`config.mk`:
```
export PLATFORM = sky130hd
export DESIGN_NAME = pin_state_ctrl
export DESIGN_NICKNAME = d
export VERILOG_FILES = /design/src/inc/pin_state_pkg.sv /design/src/rtl/pin_state_ctrl.sv /design/src/rtl/pin_state_cell.sv
export SDC_FILE = /design/constraint.sdc
export NUM_CORES = 1
export LEC_CHECK = 0
export BUFFER_PORTS_ARGS = -buffer_cell sky130_fd_sc_hd__clkbuf_2
export CAP_MARGIN = 20
export CORE_AREA = 2 2 111 70
export CTS_CLUSTER_DIAMETER = 150
export DETAILED_ROUTE_END_ITERATION = 7
export DIE_AREA = 0 0 113 72
export PLACE_DENSITY = 0.95
export SYNTH_ARGS = -nofsm -noshare
export SYNTH_HDL_FRONTEND = slang
export SYNTH_SLANG_ARGS = --single-unit
```
`constraint.sdc`:
```
create_clock -name i_core_clk -period 10.1 [get_ports i_core_clk]
set_clock_uncertainty 0.15 [all_clocks]
set_input_delay 3.03 -clock i_core_clk [delete_from_list [all_inputs] [get_ports i_core_clk]]
set_output_delay 3.03 -clock i_core_clk [all_outputs]
set_load 0.005 [all_outputs]
```
`src/inc/pin_state_pkg.sv`:
```
// package: encodings and carriers for the low-power pin state control
`default_nettype none
package pin_state_pkg;
  // ************************************************************
  // sizes and reset values
  // ************************************************************
  localparam int PIN_COUNT = 8;
  localparam logic SPL_RESET = 1'b0;
  localparam logic LEVEL_LOW = 1'b0;
  localparam logic LEVEL_HIGH = 1'b1;

  // ************************************************************
  // operating state reported by the power-mode controller
  // ************************************************************
  typedef enum logic [3:0] {
    PS_POR = 4'h0,
    PS_IRST = 4'h1,
    PS_RUN = 4'h2,
    PS_SLEEP = 4'h3,
    PS_SUB_RUN = 4'h4,
    PS_LCR_RUN = 4'h5,
    PS_SUB_SLEEP = 4'h6,
    PS_LCR_SLEEP = 4'h7,
    PS_TIMER = 4'h8,
    PS_SUB_TIMER = 4'h9,
    PS_LCR_TIMER = 4'hA,
    PS_RTC = 4'hB,
    PS_STOP = 4'hC,
    PS_DSTB_RTC = 4'hD,
    PS_DSTB_STOP = 4'hE,
    PS_DSTB_RETURN = 4'hF
  } pwr_state_e;

  // pin behaviour class derived from state and reset pin
  typedef enum logic [6:0] {
    CL_POR = 7'h01,
    CL_XRST = 7'h02,
    CL_IRST = 7'h04,
    CL_RUN = 7'h08,
    CL_STBY = 7'h10,
    CL_DSTB = 7'h20,
    CL_DRET = 7'h40
  } mode_class_e;

  // internal phase tracker
  typedef enum logic [2:0] {
    PH_RESET = 3'h1,
    PH_LIVE = 3'h2,
    PH_HELD = 3'h4
  } phase_e;

  // function a pin is assigned to
  typedef enum logic [2:0] {
    FN_GPIO = 3'h0,
    FN_PERIPH = 3'h1,
    FN_WAKEUP = 3'h2,
    FN_EXTINT = 3'h3,
    FN_EXTCLK = 3'h4
  } pin_func_e;

  // ************************************************************
  // carriers
  // ************************************************************
  typedef struct packed {
    pin_func_e func;
    logic dstb_to_gpio;
    logic pull_up;
    logic gpio_out;
    logic gpio_drive;
    logic periph_out;
    logic periph_drive;
  } pin_cfg_s;

  typedef struct packed {
    logic gpio_out;
    logic gpio_drive;
    logic pull_up;
  } pin_keep_s;

  typedef struct packed {
    logic drive_en_n;
    logic out;
    logic pull_up;
    logic in_en;
  } pad_ctrl_s;
endpackage
`default_nettype wire

```
`src/rtl/pin_state_ctrl.sv`:
```
// top of the low-power pin state control
//
// Notes on behaviour
// (RQ1) reset pin low means reset asserted; high means reset released.
// (RQ2) in standby states level bit 0 keeps state, 1 forces hi-z, input low.
// (RQ3) a gated input presents logic low to internal logic.
// (RQ4) hi-z turns the pad output driver off.
// (RQ5) keep-previous holds configuration and drive from just before mode entry.
// (RQ6) keep-previous peripheral pins keep following a running peripheral.
// (RQ7) keep-previous port pins keep driving their last latched value.
// (RQ8) on deep standby entry flagged pins return to port operation.
// (RQ9) crystal output hi-z, input low in reset and when oscillator stopped.
// (RQ10) external clock pin with level 1 is hi-z; input low once oscillator stops.
// (RQ11) wake-up pin in deep standby with level 1 is hi-z, wake-up input on.
// (RQ12) port pin in standby with level 0 drives previous value, input low.
// (RQ13) unavailable selections have no effect in power-unstable and reset states.
// (RQ14) reset pin always has pull-up and input enabled.
// (RQ15) pins hi-z at power-on; hi-z with input on in reset held and internal.
// (RQ16) oscillator stopped in sub, low-speed, rtc, stop and deep standby modes.
// (RQ17) pad controls follow the encoded state input combinationally.
// (RQ18) any reset clears the level select bit to 0.
`default_nettype none
module pin_state_ctrl
  import pin_state_pkg::*;
#(
  parameter int N = pin_state_pkg::PIN_COUNT
) (
  input wire logic i_core_clk,
  input wire logic i_resetn,
  input wire logic i_ext_reset_pin,
  input wire pin_state_pkg::pwr_state_e i_pwr_state,
  input wire logic i_spl_wr,
  input wire logic i_spl_wdata,
  input wire pin_state_pkg::pin_cfg_s [N-1:0] i_pin_cfg,
  input wire logic [N-1:0] i_pad_in,
  output pin_state_pkg::pad_ctrl_s [N-1:0] o_pad,
  output logic [N-1:0] o_core_in,
  output logic o_rst_pad_pull_up,
  output logic o_rst_pad_in_en,
  output logic o_xout_drive_en_n,
  output logic o_xout_in_en,
  output logic o_osc_stopped,
  output pin_state_pkg::mode_class_e o_class,
  output logic o_standby_pin_level_select
);
  import pin_state_pkg::*;

  // ************************************************************
  // state of the module
  // ************************************************************
  // phase only steers the snapshot; the pads never wait on it
  typedef struct packed {
    logic [1:0] rst_sync;
    logic standby_pin_level_select;
    phase_e phase;
    pin_keep_s [N-1:0] keep;
    logic [N-1:0] in_meta;
    logic [N-1:0] in_sync;
    logic [N-1:0] core_in;
  } state_s;

  state_s state_q;
  state_s state_d;
  mode_class_e cls;
  logic osc_stopped;
  logic rst_released;
  pad_ctrl_s [N-1:0] pad;

  // ************************************************************
  // decoding functions
  // ************************************************************
  // main oscillator stopped in these states
  function automatic logic osc_is_stopped(input pwr_state_e ps);
    case (ps)
      PS_SUB_RUN, PS_LCR_RUN, PS_SUB_SLEEP, PS_LCR_SLEEP,
      PS_SUB_TIMER, PS_LCR_TIMER, PS_RTC, PS_STOP,
      PS_DSTB_RTC, PS_DSTB_STOP: osc_is_stopped = LEVEL_HIGH; // see (RQ16)
      default: osc_is_stopped = LEVEL_LOW;
    endcase
  endfunction

  // behaviour class from state and reset pin level
  function automatic mode_class_e classify(input pwr_state_e ps, input logic released);
    if (ps == PS_POR) begin
      classify = CL_POR;
    end else if (!released) begin
      classify = CL_XRST; // see (RQ1)
    end else begin
      case (ps)
        PS_IRST: classify = CL_IRST;
        PS_RUN, PS_SLEEP, PS_SUB_RUN, PS_LCR_RUN,
        PS_SUB_SLEEP, PS_LCR_SLEEP: classify = CL_RUN;
        PS_TIMER, PS_SUB_TIMER, PS_LCR_TIMER,
        PS_RTC, PS_STOP: classify = CL_STBY;
        PS_DSTB_RTC, PS_DSTB_STOP: classify = CL_DSTB;
        PS_DSTB_RETURN: classify = CL_DRET;
        default: classify = CL_POR;
      endcase
    end
  endfunction

  // reset classes: pads fall back to the default reset behaviour
  function automatic logic is_reset_class(input mode_class_e c);
    is_reset_class = (c == CL_POR) || (c == CL_XRST) || (c == CL_IRST);
  endfunction

  // run classes: pads follow the live configuration
  function automatic logic is_run_class(input mode_class_e c);
    is_run_class = (c == CL_RUN) || (c == CL_DRET);
  endfunction

  // ************************************************************
  // class and oscillator decode
  // ************************************************************
  // pad controls follow the state input with no register in the way
  assign rst_released = state_q.rst_sync[1]; // see (RQ1)
  assign cls = classify(i_pwr_state, rst_released); // see (RQ17)
  assign osc_stopped = osc_is_stopped(i_pwr_state);

  // ************************************************************
  // per-pin decode
  // ************************************************************
  // one decode cell per multiplexed pin
  generate
    for (genvar g = 0; g < N; g++) begin : g_pin
      pin_state_cell u_cell (
        .i_class(cls),
        .i_spl(state_q.standby_pin_level_select),
        .i_osc_stopped(osc_stopped),
        .i_cfg(i_pin_cfg[g]),
        .i_keep(state_q.keep[g]),
        .o_pad(pad[g])
      );
    end
  endgenerate

  // ************************************************************
  // next state
  // ************************************************************
  always_comb begin
    state_d = state_q;
    // reset pin synchroniser, first stage read only by the second
    state_d.rst_sync = {state_q.rst_sync[0], i_ext_reset_pin};
    state_d.in_meta = i_pad_in;
    state_d.in_sync = state_q.in_meta;
    // level select bit written by software side
    if (i_spl_wr) begin
      state_d.standby_pin_level_select = i_spl_wdata;
    end
    // any reset state drops the level bit back to keep-previous, over a write
    if (is_reset_class(cls)) begin
      state_d.standby_pin_level_select = SPL_RESET; // see (RQ18)
    end
    // phase tracker and snapshot of the pre-entry configuration
    case (state_q.phase)
      PH_RESET: begin
        if (is_run_class(cls)) begin
          state_d.phase = PH_LIVE;
        end
      end
      PH_LIVE: begin
        if (cls == CL_STBY || cls == CL_DSTB) begin
          state_d.phase = PH_HELD; // snapshot now frozen
        end else if (is_reset_class(cls)) begin
          state_d.phase = PH_RESET;
        end
      end
      PH_HELD: begin
        if (is_run_class(cls)) begin
          state_d.phase = PH_LIVE;
        end else if (is_reset_class(cls)) begin
          state_d.phase = PH_RESET;
        end
      end
      default: begin
        state_d.phase = PH_RESET;
      end
    endcase
    // the snapshot follows the live config while the next phase is live, so the
    // value driven in standby is the one of the last run cycle before entry
    for (int k = 0; k < N; k++) begin
      if (state_d.phase == PH_LIVE) begin
        state_d.keep[k].gpio_out = i_pin_cfg[k].gpio_out; // see (RQ5) (RQ7)
        state_d.keep[k].gpio_drive = i_pin_cfg[k].gpio_drive;
        state_d.keep[k].pull_up = i_pin_cfg[k].pull_up;
      end
      // gated input reads low to internal logic
      state_d.core_in[k] = pad[k].in_en & state_q.in_sync[k]; // see (RQ3)
    end
  end

  // ************************************************************
  // state register
  // ************************************************************
  always_ff @(posedge i_core_clk or negedge i_resetn) begin
    if (!i_resetn) begin
      state_q <= '0;
      state_q.standby_pin_level_select <= SPL_RESET; // see (RQ18)
      state_q.phase <= PH_RESET;
    end else begin
      state_q <= state_d;
    end
  end

  // ************************************************************
  // outputs
  // ************************************************************
  assign o_pad = pad;
  // core input lags the pad by two sync flops and the gate register
  assign o_core_in = state_q.core_in;
  // reset pin pull-up and input are never removed
  assign o_rst_pad_pull_up = LEVEL_HIGH; // see (RQ14)
  assign o_rst_pad_in_en = LEVEL_HIGH; // see (RQ14)
  // crystal output: hi-z with input low in reset or with oscillator off
  assign o_xout_drive_en_n = is_reset_class(cls)
                             || osc_stopped; // see (RQ9)
  assign o_xout_in_en = !o_xout_drive_en_n; // see (RQ9)
  assign o_osc_stopped = osc_stopped;
  assign o_class = cls;
  assign o_standby_pin_level_select = state_q.standby_pin_level_select;
endmodule // pin_state_ctrl
`default_nettype wire

```
`src/rtl/pin_state_cell.sv`:
```
// per-pin decode of pad drive, pull-up and input gating
`default_nettype none
module pin_state_cell
  import pin_state_pkg::*;
(
  input wire pin_state_pkg::mode_class_e i_class,
  input wire logic i_spl,
  input wire logic i_osc_stopped,
  input wire pin_state_pkg::pin_cfg_s i_cfg,
  input wire pin_state_pkg::pin_keep_s i_keep,
  output pin_state_pkg::pad_ctrl_s o_pad
);
  import pin_state_pkg::*;
  logic gpio_path;
  logic periph_live;

  // ************************************************************
  // pin behaviour by class
  // ************************************************************
  always_comb begin
    gpio_path = (i_cfg.func == FN_GPIO) || (i_class == CL_DSTB && i_cfg.dstb_to_gpio); // see (RQ8)
    periph_live = (i_cfg.func == FN_PERIPH) && !gpio_path;
    o_pad.drive_en_n = LEVEL_HIGH; // hi-z by default
    o_pad.out = LEVEL_LOW;
    o_pad.pull_up = LEVEL_LOW;
    o_pad.in_en = LEVEL_LOW;
    case (i_class)
      CL_POR: begin
        o_pad.in_en = LEVEL_LOW; // see (RQ15) (RQ13) (RQ4)
      end
      CL_XRST, CL_IRST: begin
        o_pad.in_en = LEVEL_HIGH; // see (RQ15) (RQ13) (RQ1)
      end
      CL_RUN, CL_DRET: begin
        o_pad.pull_up = i_cfg.pull_up;
        o_pad.in_en = LEVEL_HIGH;
        if (i_cfg.func == FN_PERIPH && !(i_class == CL_DRET && i_cfg.dstb_to_gpio)) begin
          o_pad.drive_en_n = !i_cfg.periph_drive;
          o_pad.out = i_cfg.periph_out;
        end else begin
          o_pad.drive_en_n = !i_cfg.gpio_drive;
          o_pad.out = i_cfg.gpio_out;
        end
      end
      CL_STBY, CL_DSTB: begin
        if (!i_spl) begin
          // keep previous state
          o_pad.pull_up = i_keep.pull_up; // see (RQ5)
          if (periph_live) begin
            o_pad.drive_en_n = !i_cfg.periph_drive; // see (RQ6)
            o_pad.out = i_cfg.periph_out;
            o_pad.in_en = LEVEL_HIGH;
          end else begin
            o_pad.drive_en_n = !i_keep.gpio_drive; // see (RQ7) (RQ12)
            o_pad.out = i_keep.gpio_out;
            o_pad.in_en = LEVEL_LOW; // see (RQ12) (RQ3)
          end
          if (i_cfg.func == FN_EXTINT && i_class == CL_STBY) begin
            o_pad.in_en = LEVEL_HIGH;
          end
          if (i_cfg.func == FN_WAKEUP && i_class == CL_DSTB) begin
            o_pad.in_en = LEVEL_HIGH;
          end
          if (i_cfg.func == FN_EXTCLK && i_class == CL_STBY) begin
            o_pad.in_en = !i_osc_stopped;
          end
        end else begin
          // forced hi-z, input held low unless the function keeps it
          o_pad.drive_en_n = LEVEL_HIGH; // see (RQ2) (RQ4)
          o_pad.in_en = LEVEL_LOW; // see (RQ2) (RQ3)
          if (i_cfg.func == FN_EXTCLK && i_class == CL_STBY) begin
            o_pad.in_en = !i_osc_stopped; // see (RQ10)
          end
          if (i_cfg.func == FN_WAKEUP && i_class == CL_DSTB) begin
            o_pad.in_en = LEVEL_HIGH; // see (RQ11)
          end
          if (i_cfg.func == FN_EXTINT && i_class == CL_STBY) begin
            o_pad.pull_up = i_keep.pull_up;
            o_pad.in_en = LEVEL_HIGH;
          end
        end
      end
      default: begin
        o_pad.in_en = LEVEL_LOW;
      end
    endcase
  end
endmodule // pin_state_cell
`default_nettype wire

```
==> qor.yml, run 1 <==
io_buffer_count: 139
cp.arrival_ns: 5.48
htree_levels: 2
ctsResizeCount: 0
fp.dieH_um: 72
synth_seq_area_share_pct: 36.24
slew_viol_final: 0
dpl.hpwl_mm: 8.140
syn_area_um2: 3732
cts_buffers: 5
async_flop_share_pct: 100.0
num_io_pins: 142
hold_viol: 0
vias_per_cell: 5.934
syn_to_final_growth_pct: 21.62
clock_tree.buffer_depth: 2
n_antenna_cell: 0
vdd_ir_drop_max_mv: 0.09067
grt_pass1_vias: 3267
post-route-util_pct: 64.05
worst_hold_slack_ns: 0.1983
die_area_um2: 8136
grt_max_degree: 55
hold_buffers: 0
tightestPinTransition_ns: 0.9935
first_pass_iters: 7
cts.sinks: 54
cts_tree: "built"
synth_edf_count: 0
cts_setup_buffers: 0
fin_crit_ns: 8.656
critPathCaptureType: "output pin"
status: "complete, but fails checks"
synth.yosys.warnings: 0
cts_root_buf: "clkbuf_16"
synth-seq-cells: 54
drv_cap: 0
cp_max_fo: 16
nNetsFinal: 580
rows: 24
startpoint_type: "input pin"
synthDistinctLibCells: 59
slew_headroom_pct: 33.32
critPathKind: "input pin to output pin"
violations: "DRC"
vias: 3436
clk_pin_slew_ns: 0.07
synth-main-ff-cell: "dfrtp_1"
hold_path.class: "flip-flop to flip-flop"
grt_pass1_wl_mm: 17.04
grt_antenna_before_repair: 0
cp.required_ns: 6.92
drc: 8
routedWlPerCell_um: 18.50
core_um2: 7087
drtIter0Drc: 406
insertion_delay_ns: 0.29
final_antenna_net_count: 0
timing.final.crit_share_pct: 85.70
gp_congestion: 0.9223
n_fill_cell: 575
rsz0062_at_grt: "false"
max_freq_mhz: 115.5
drive_gt1_share_pct: 42.01
grt_use_total_pct: 26.51
synthCells: 367
initial_core_util_pct: 52.67
p_per_area_nw_per_um2: 144.5
setup_tns_ns: 0
fp.dieW_um: 113
grt_overflow: 0
drt_wl_total_mm: 10.71
synth.avg_cell_area_um2: 10.17
setup_viol: 0
p_leak_nw: 2.221
==> logic make-up after synthesis <==
logic type,after synthesis,share of synthesized area (%)
AOI/OAI and AO/OA,102,20.89
xor gates and xnor gates,4,1.140
adders and majority gates,4,1.341
buffers and inverters,48,7.543
DFF,54,36.24
muxes,57,18.00
other,1,0.1005
and+or+nand+nor,97,14.75
==> critical path, stage by stage <==
cell and delay (ns):
clkbuf_2 0.14, inv_1 0.09, ha_1 0.35, and4b_1 0.75
a31oi_2 0.26, nor2b_1 0.21, nor4b_2 0.43, a21oi_1 0.07
clkbuf_2 0.13
==> path summary, 6_finish.rpt <==
kind,startpoint,slack (ns),depth (start not counted),endpoint
worst min-delay path,state_d[8]$_DFF_PN0_,0.20,0,state_q[8]$_DFF_PN0_
max in group asynchronous,i_resetn,6.61,2,state_d[8]$_DFF_PN0_
worst max-delay path,i_pwr_state[1],1.44,9,o_pad[4]
min in group asynchronous,i_resetn,2.71,2,rst_released$_DFF_PN0_
worst min register to register,state_d[8]$_DFF_PN0_,0.20,0,state_q[8]$_DFF_PN0_
worst max register to register,rst_released$_DFF_PN0_,7.36,5,state_q[47]$_DFFE_PN0N_
==> cell type report <==
type / instances / area (µm²) / share of cell area [%]
clock buffer: 5 / 125.1 / 2.756
multi-input combinational: 266 / 2102 / 46.31
sequential: 54 / 1353 / 29.80
clock inverter: 3 / 48.80 / 1.075
inverter: 15 / 56.30 / 1.240
tap: 91 / 113.9 / 2.508
timing repair buffer: 145 / 740.7 / 16.32
==> per-layer routing <==
| layer | up-vias | track usage [%] | routed length [µm] |
|---|---|---|---|
| met1 | 1670 | 38.42 | 4753 |
| met4 | 0 | 2.981 | 51 |
| met3 | 6 | 6.767 | 1174 |
| met2 | 183 | 41.85 | 4730 |
| met5 | - | 0 | 0 |
| li1 | 1577 | - | - |
==> cell usage after synthesis, types with 9 or more instances <==
library cell   n  area share [%]
o21a_1        10             2.0
o21ai_0       14             1.9
o22ai_1       27             4.5
mux2_4        19             7.6
nor2b_1       11             1.8
dfrtp_1       53              36
buf_4         11             2.2
a21oi_1       13             1.7
nor2_1        23             2.3
buf_2          9             1.2
nand2_1       21             2.1
inv_1         15             1.5
mux2i_1       33             8.9
==> stage by stage <==
step | instances | power, mW | instance area [µm²] | setup slack, ns
after floorplan | 368 | 0.3921 | 3736 | 2.275
after global placement | 571 | 0.4480 | 4365 | 1.567
after detailed placement | 571 | 0.4557 | 4365 | 1.493
after CTS | 579 | 0.6577 | 4539 | 1.488
after global routing | 579 | 0.6921 | 4539 | 1.255
final | 579 | 0.6560 | 4539 | 1.444
==> registers in the layout, indices dropped and copies added, names as in the netlist <==
name / cells
state_q: 35
state_d: 9
o_core_in: 8
o_standby_pin_level_select: 1
rst_released: 1
==> cells in the final DEF (no fill, tap or decap), drive strengths merged, types with 10 or more instances in the layout <==
| cell | n |
|---|---|
| nand2 | 21 |
| mux2i | 33 |
| clkbuf | 144 |
| dfrtp | 53 |
| o21ai | 17 |
| inv | 16 |
| nor2 | 24 |
| nor2b | 11 |
| a21oi | 14 |
| mux2 | 24 |
| o22ai | 28 |
| o21a | 10 |
==> where the power goes <==
part	switching (mW)	internal (mW)
logic	0.0832	0.0959
registers	0.0227	0.252
clock network	0.0830	0.119
Note: power is estimated with default switching activity, not from simulation.
==> run 2: changes to the inputs <==
--- a/config.mk
+++ b/config.mk
@@ -7,11 +7,11 @@
 export LEC_CHECK = 0
 export BUFFER_PORTS_ARGS = -buffer_cell sky130_fd_sc_hd__clkbuf_2
 export CAP_MARGIN = 20
-export CORE_AREA = 2 2 111 70
+export CORE_AREA = 2 2 137 85
 export CTS_CLUSTER_DIAMETER = 150
 export DETAILED_ROUTE_END_ITERATION = 7
-export DIE_AREA = 0 0 113 72
-export PLACE_DENSITY = 0.95
+export DIE_AREA = 0 0 139 87
+export PLACE_DENSITY = 0.7
 export SYNTH_ARGS = -nofsm -noshare
 export SYNTH_HDL_FRONTEND = slang
 export SYNTH_SLANG_ARGS = --single-unit
==> constraint.sdc (replaced) <==
create_clock -name i_core_clk -period 9.2 [get_ports i_core_clk]
set_clock_uncertainty 0.15 [all_clocks]
set_input_delay 2.76 -clock i_core_clk [delete_from_list [all_inputs] [get_ports i_core_clk]]
set_output_delay 2.76 -clock i_core_clk [all_outputs]
set_load 0.005 [all_outputs]
==> qor.yml, run 2 (synthesized netlist as in run 1, its figures left out) <==
status: "complete, no violations"  # was complete, but fails checks
layout_common_cells: "clkbuf_2, dfrtp_1, mux2i_1, o22ai_1, nor2_1"  # unchanged
num_io_pins: 142  # unchanged
grt_pass1_vias: 3398  # was 3267
hold_viol: 0  # unchanged
initial_core_util_pct: 34.05  # was 52.67%
cts_buffers: 5  # unchanged
regToRegStartpoint: "rst_released$_DFF_PN0_"  # unchanged
vias: 3337  # was 3436
dpl.hpwl_mm: 8.889  # was 8.140 mm
setup_ws_ns: 1.051  # was 1.444 ns
hold_path.class: "flip-flop to flip-flop"  # unchanged
finalPower_uw: 697.9  # was 656.0 µW
routedWlPerCell_um: 18.45  # was 18.50 µm
gp_congestion: 0.8548  # was 0.9223
vdd_ir_drop_max_mv: 0.07952  # was 0.09067 mV
r2r_setup_slack_ns: 6.70  # was 7.36 ns
n_antenna_cell: 0  # unchanged
cts_root_buf: "clkbuf_16"  # unchanged
critPathCaptureType: "output pin"  # unchanged
grt_overflow: 0  # unchanged
core_um2: 10960  # was 7087 µm²
insertion_delay_ns: 0.30  # was 0.29 ns
tightestPinTransition_ns: 1.069  # was 0.9935 ns
htree_levels: 2  # unchanged
dr.max_layer_used: "met4"  # unchanged
nNetsFinal: 582  # was 580
vias_per_cell: 5.263  # was 5.934
cp.arrival_ns: 5.24  # was 5.48 ns
grt_max_degree: 55  # unchanged
p_per_area_nw_per_um2: 151.7  # was 144.5 nW/µm²
wl_met3_um: 993  # was 1.174 mm
cp_max_fo: 13  # was 16
drive_gt1_share_pct: 42.24  # was 42.01%
drv_cap: 0  # unchanged
final_antenna_net_count: 0  # unchanged
io_buffer_count: 139  # unchanged
setup_viol: 0  # unchanged
first_pass_iters: 4  # was 7
fp.dieH_um: 87  # was 72 µm
critPathKind: "input pin to output pin"  # unchanged
timing.rr.end: "o_core_in[1]$_DFF_PN0_"  # was state_q[47]$_DFFE_PN0N_
fp.dieW_um: 139  # was 113 µm
cts.sinks: 54  # unchanged
grt_antenna_before_repair: 0  # unchanged
ctsResizeCount: 0  # unchanged
drc: 0  # was 8
slew_headroom_pct: 28.71  # was 33.32%
startpoint: "i_pwr_state[1]"  # unchanged
cts_setup_buffers: 0  # unchanged
rsz0062_at_grt: "false"  # unchanged
grt_use_total_pct: 19.58  # was 26.51%
timing.final.crit_share_pct: 88.58
worstSetupEndpoint: "o_pad[26]"  # was o_pad[4]
setup_tns_ns: 0  # unchanged
wl_met1_mm: 5.559  # was 4.753 mm
top_register: "state_q"  # unchanged
r2r_cells: 5  # unchanged
p_leak_nw: 2.224  # was 2.221 nW
cp.required_ns: 6.29  # was 6.92 ns
largest_register_ffs: 35  # unchanged
hold_buffers: 0  # unchanged
drt_wl_total_mm: 11.70  # was 10.71 mm
dp_slack_ns: 1.037  # was 1.493 ns
max_freq_mhz: 122.7
startpoint_type: "input pin"  # unchanged
grt_pass1_wl_mm: 18.42  # was 17.04 mm
clk_pin_slew_ns: 0.07  # about the same
fin_crit_ns: 8.149
clock_tree.buffer_depth: 2  # unchanged
final_common_cell: "clkbuf_2"  # unchanged
die_area_um2: 12090  # was 8136 µm²
cts_tree: "built"  # unchanged
rows: 30  # was 24
route.met2.wl_mm: 5.089  # was 4.730 mm
syn_to_final_growth_pct: 23.30  # was 21.62%
drtIter0Drc: 196  # was 406
slew_viol_final: 0  # unchanged
-- run 2: cell count changes in the layout (fill, tap and decap cells not counted), sizes merged --
cell | previous run | this run
buf | 6 | 8
bufinv | 1 | 0
clkinv | 0 | 1
clkinvlp | 1 | 0
inv | 16 | 17
-- run 2: layout make-up --
| cell class | count | area [µm²] |
|---|---|---|
| clock inverter | 3 | 26.28 |
| tap | 144 | 180.2 |
| sequential | 54 | 1353 |
| fill | 1112 | 6359 |
| timing repair buffer | 147 | 759.5 |
| clock buffer | 5 | 125.1 |
| multi-input combinational | 266 | 2102 |
| inverter | 15 | 56.30 |
-- run 2: report_power, final --
group | internal (mW) | total [mW] | switching [mW]
clock network | 0.104 | 0.199 | 0.0949
logic | 0.106 | 0.199 | 0.0930
registers | 0.277 | 0.300 | 0.0234
total | 0.487 | 0.698 | 0.211
-- run 2: worst min path at each step --
stage | start | end | cells after the start
after floorplan | state_d[53]$_DFF_PN0_ | rst_released$_DFF_PN0_ | 0
after global placement | state_d[8]$_DFF_PN0_ | state_q[8]$_DFF_PN0_ | 0
after detailed placement | state_d[14]$_DFF_PN0_ | state_q[14]$_DFF_PN0_ | 0
after CTS | state_d[14]$_DFF_PN0_ | state_q[14]$_DFF_PN0_ | 0
after global routing | state_d[14]$_DFF_PN0_ | state_q[14]$_DFF_PN0_ | 0
final | state_d[8]$_DFF_PN0_ | state_q[8]$_DFF_PN0_ | 0
-- run 2: per-stage QoR --
step	util (%)	hold WS, ns	instances	instance area, µm²
2_1_floorplan	-	0.1812	368	3736
3_3_place_gp	40.50	0.1846	625	4439
3_5_place_dp	40.61	0.1863	626	4451
4_1_cts	41.99	0.2042	634	4602
5_1_grt	41.99	0.2214	634	4602
6_report	41.99	0.2040	634	4602
-- run 2: routing by layer --
| metal | up-vias | global-route usage [%] |
|---|---|---|
| li1 | 1582 | - |
| met1 | 1615 | 27.80 |
| met2 | 133 | 30.77 |
| met3 | 7 | 5.168 |
| met4 | 0 | 3.030 |
| met5 | - | 0 |
-- run 2: critical path: stages --
cell	delay [ns]
clkbuf_2	0.13
inv_1	0.11
ha_1	0.44
xnor2_1	0.11
o21ai_1	0.16
and2_1	0.54
nand2b_1	0.47
o22ai_1	0.36
clkbuf_2	0.16
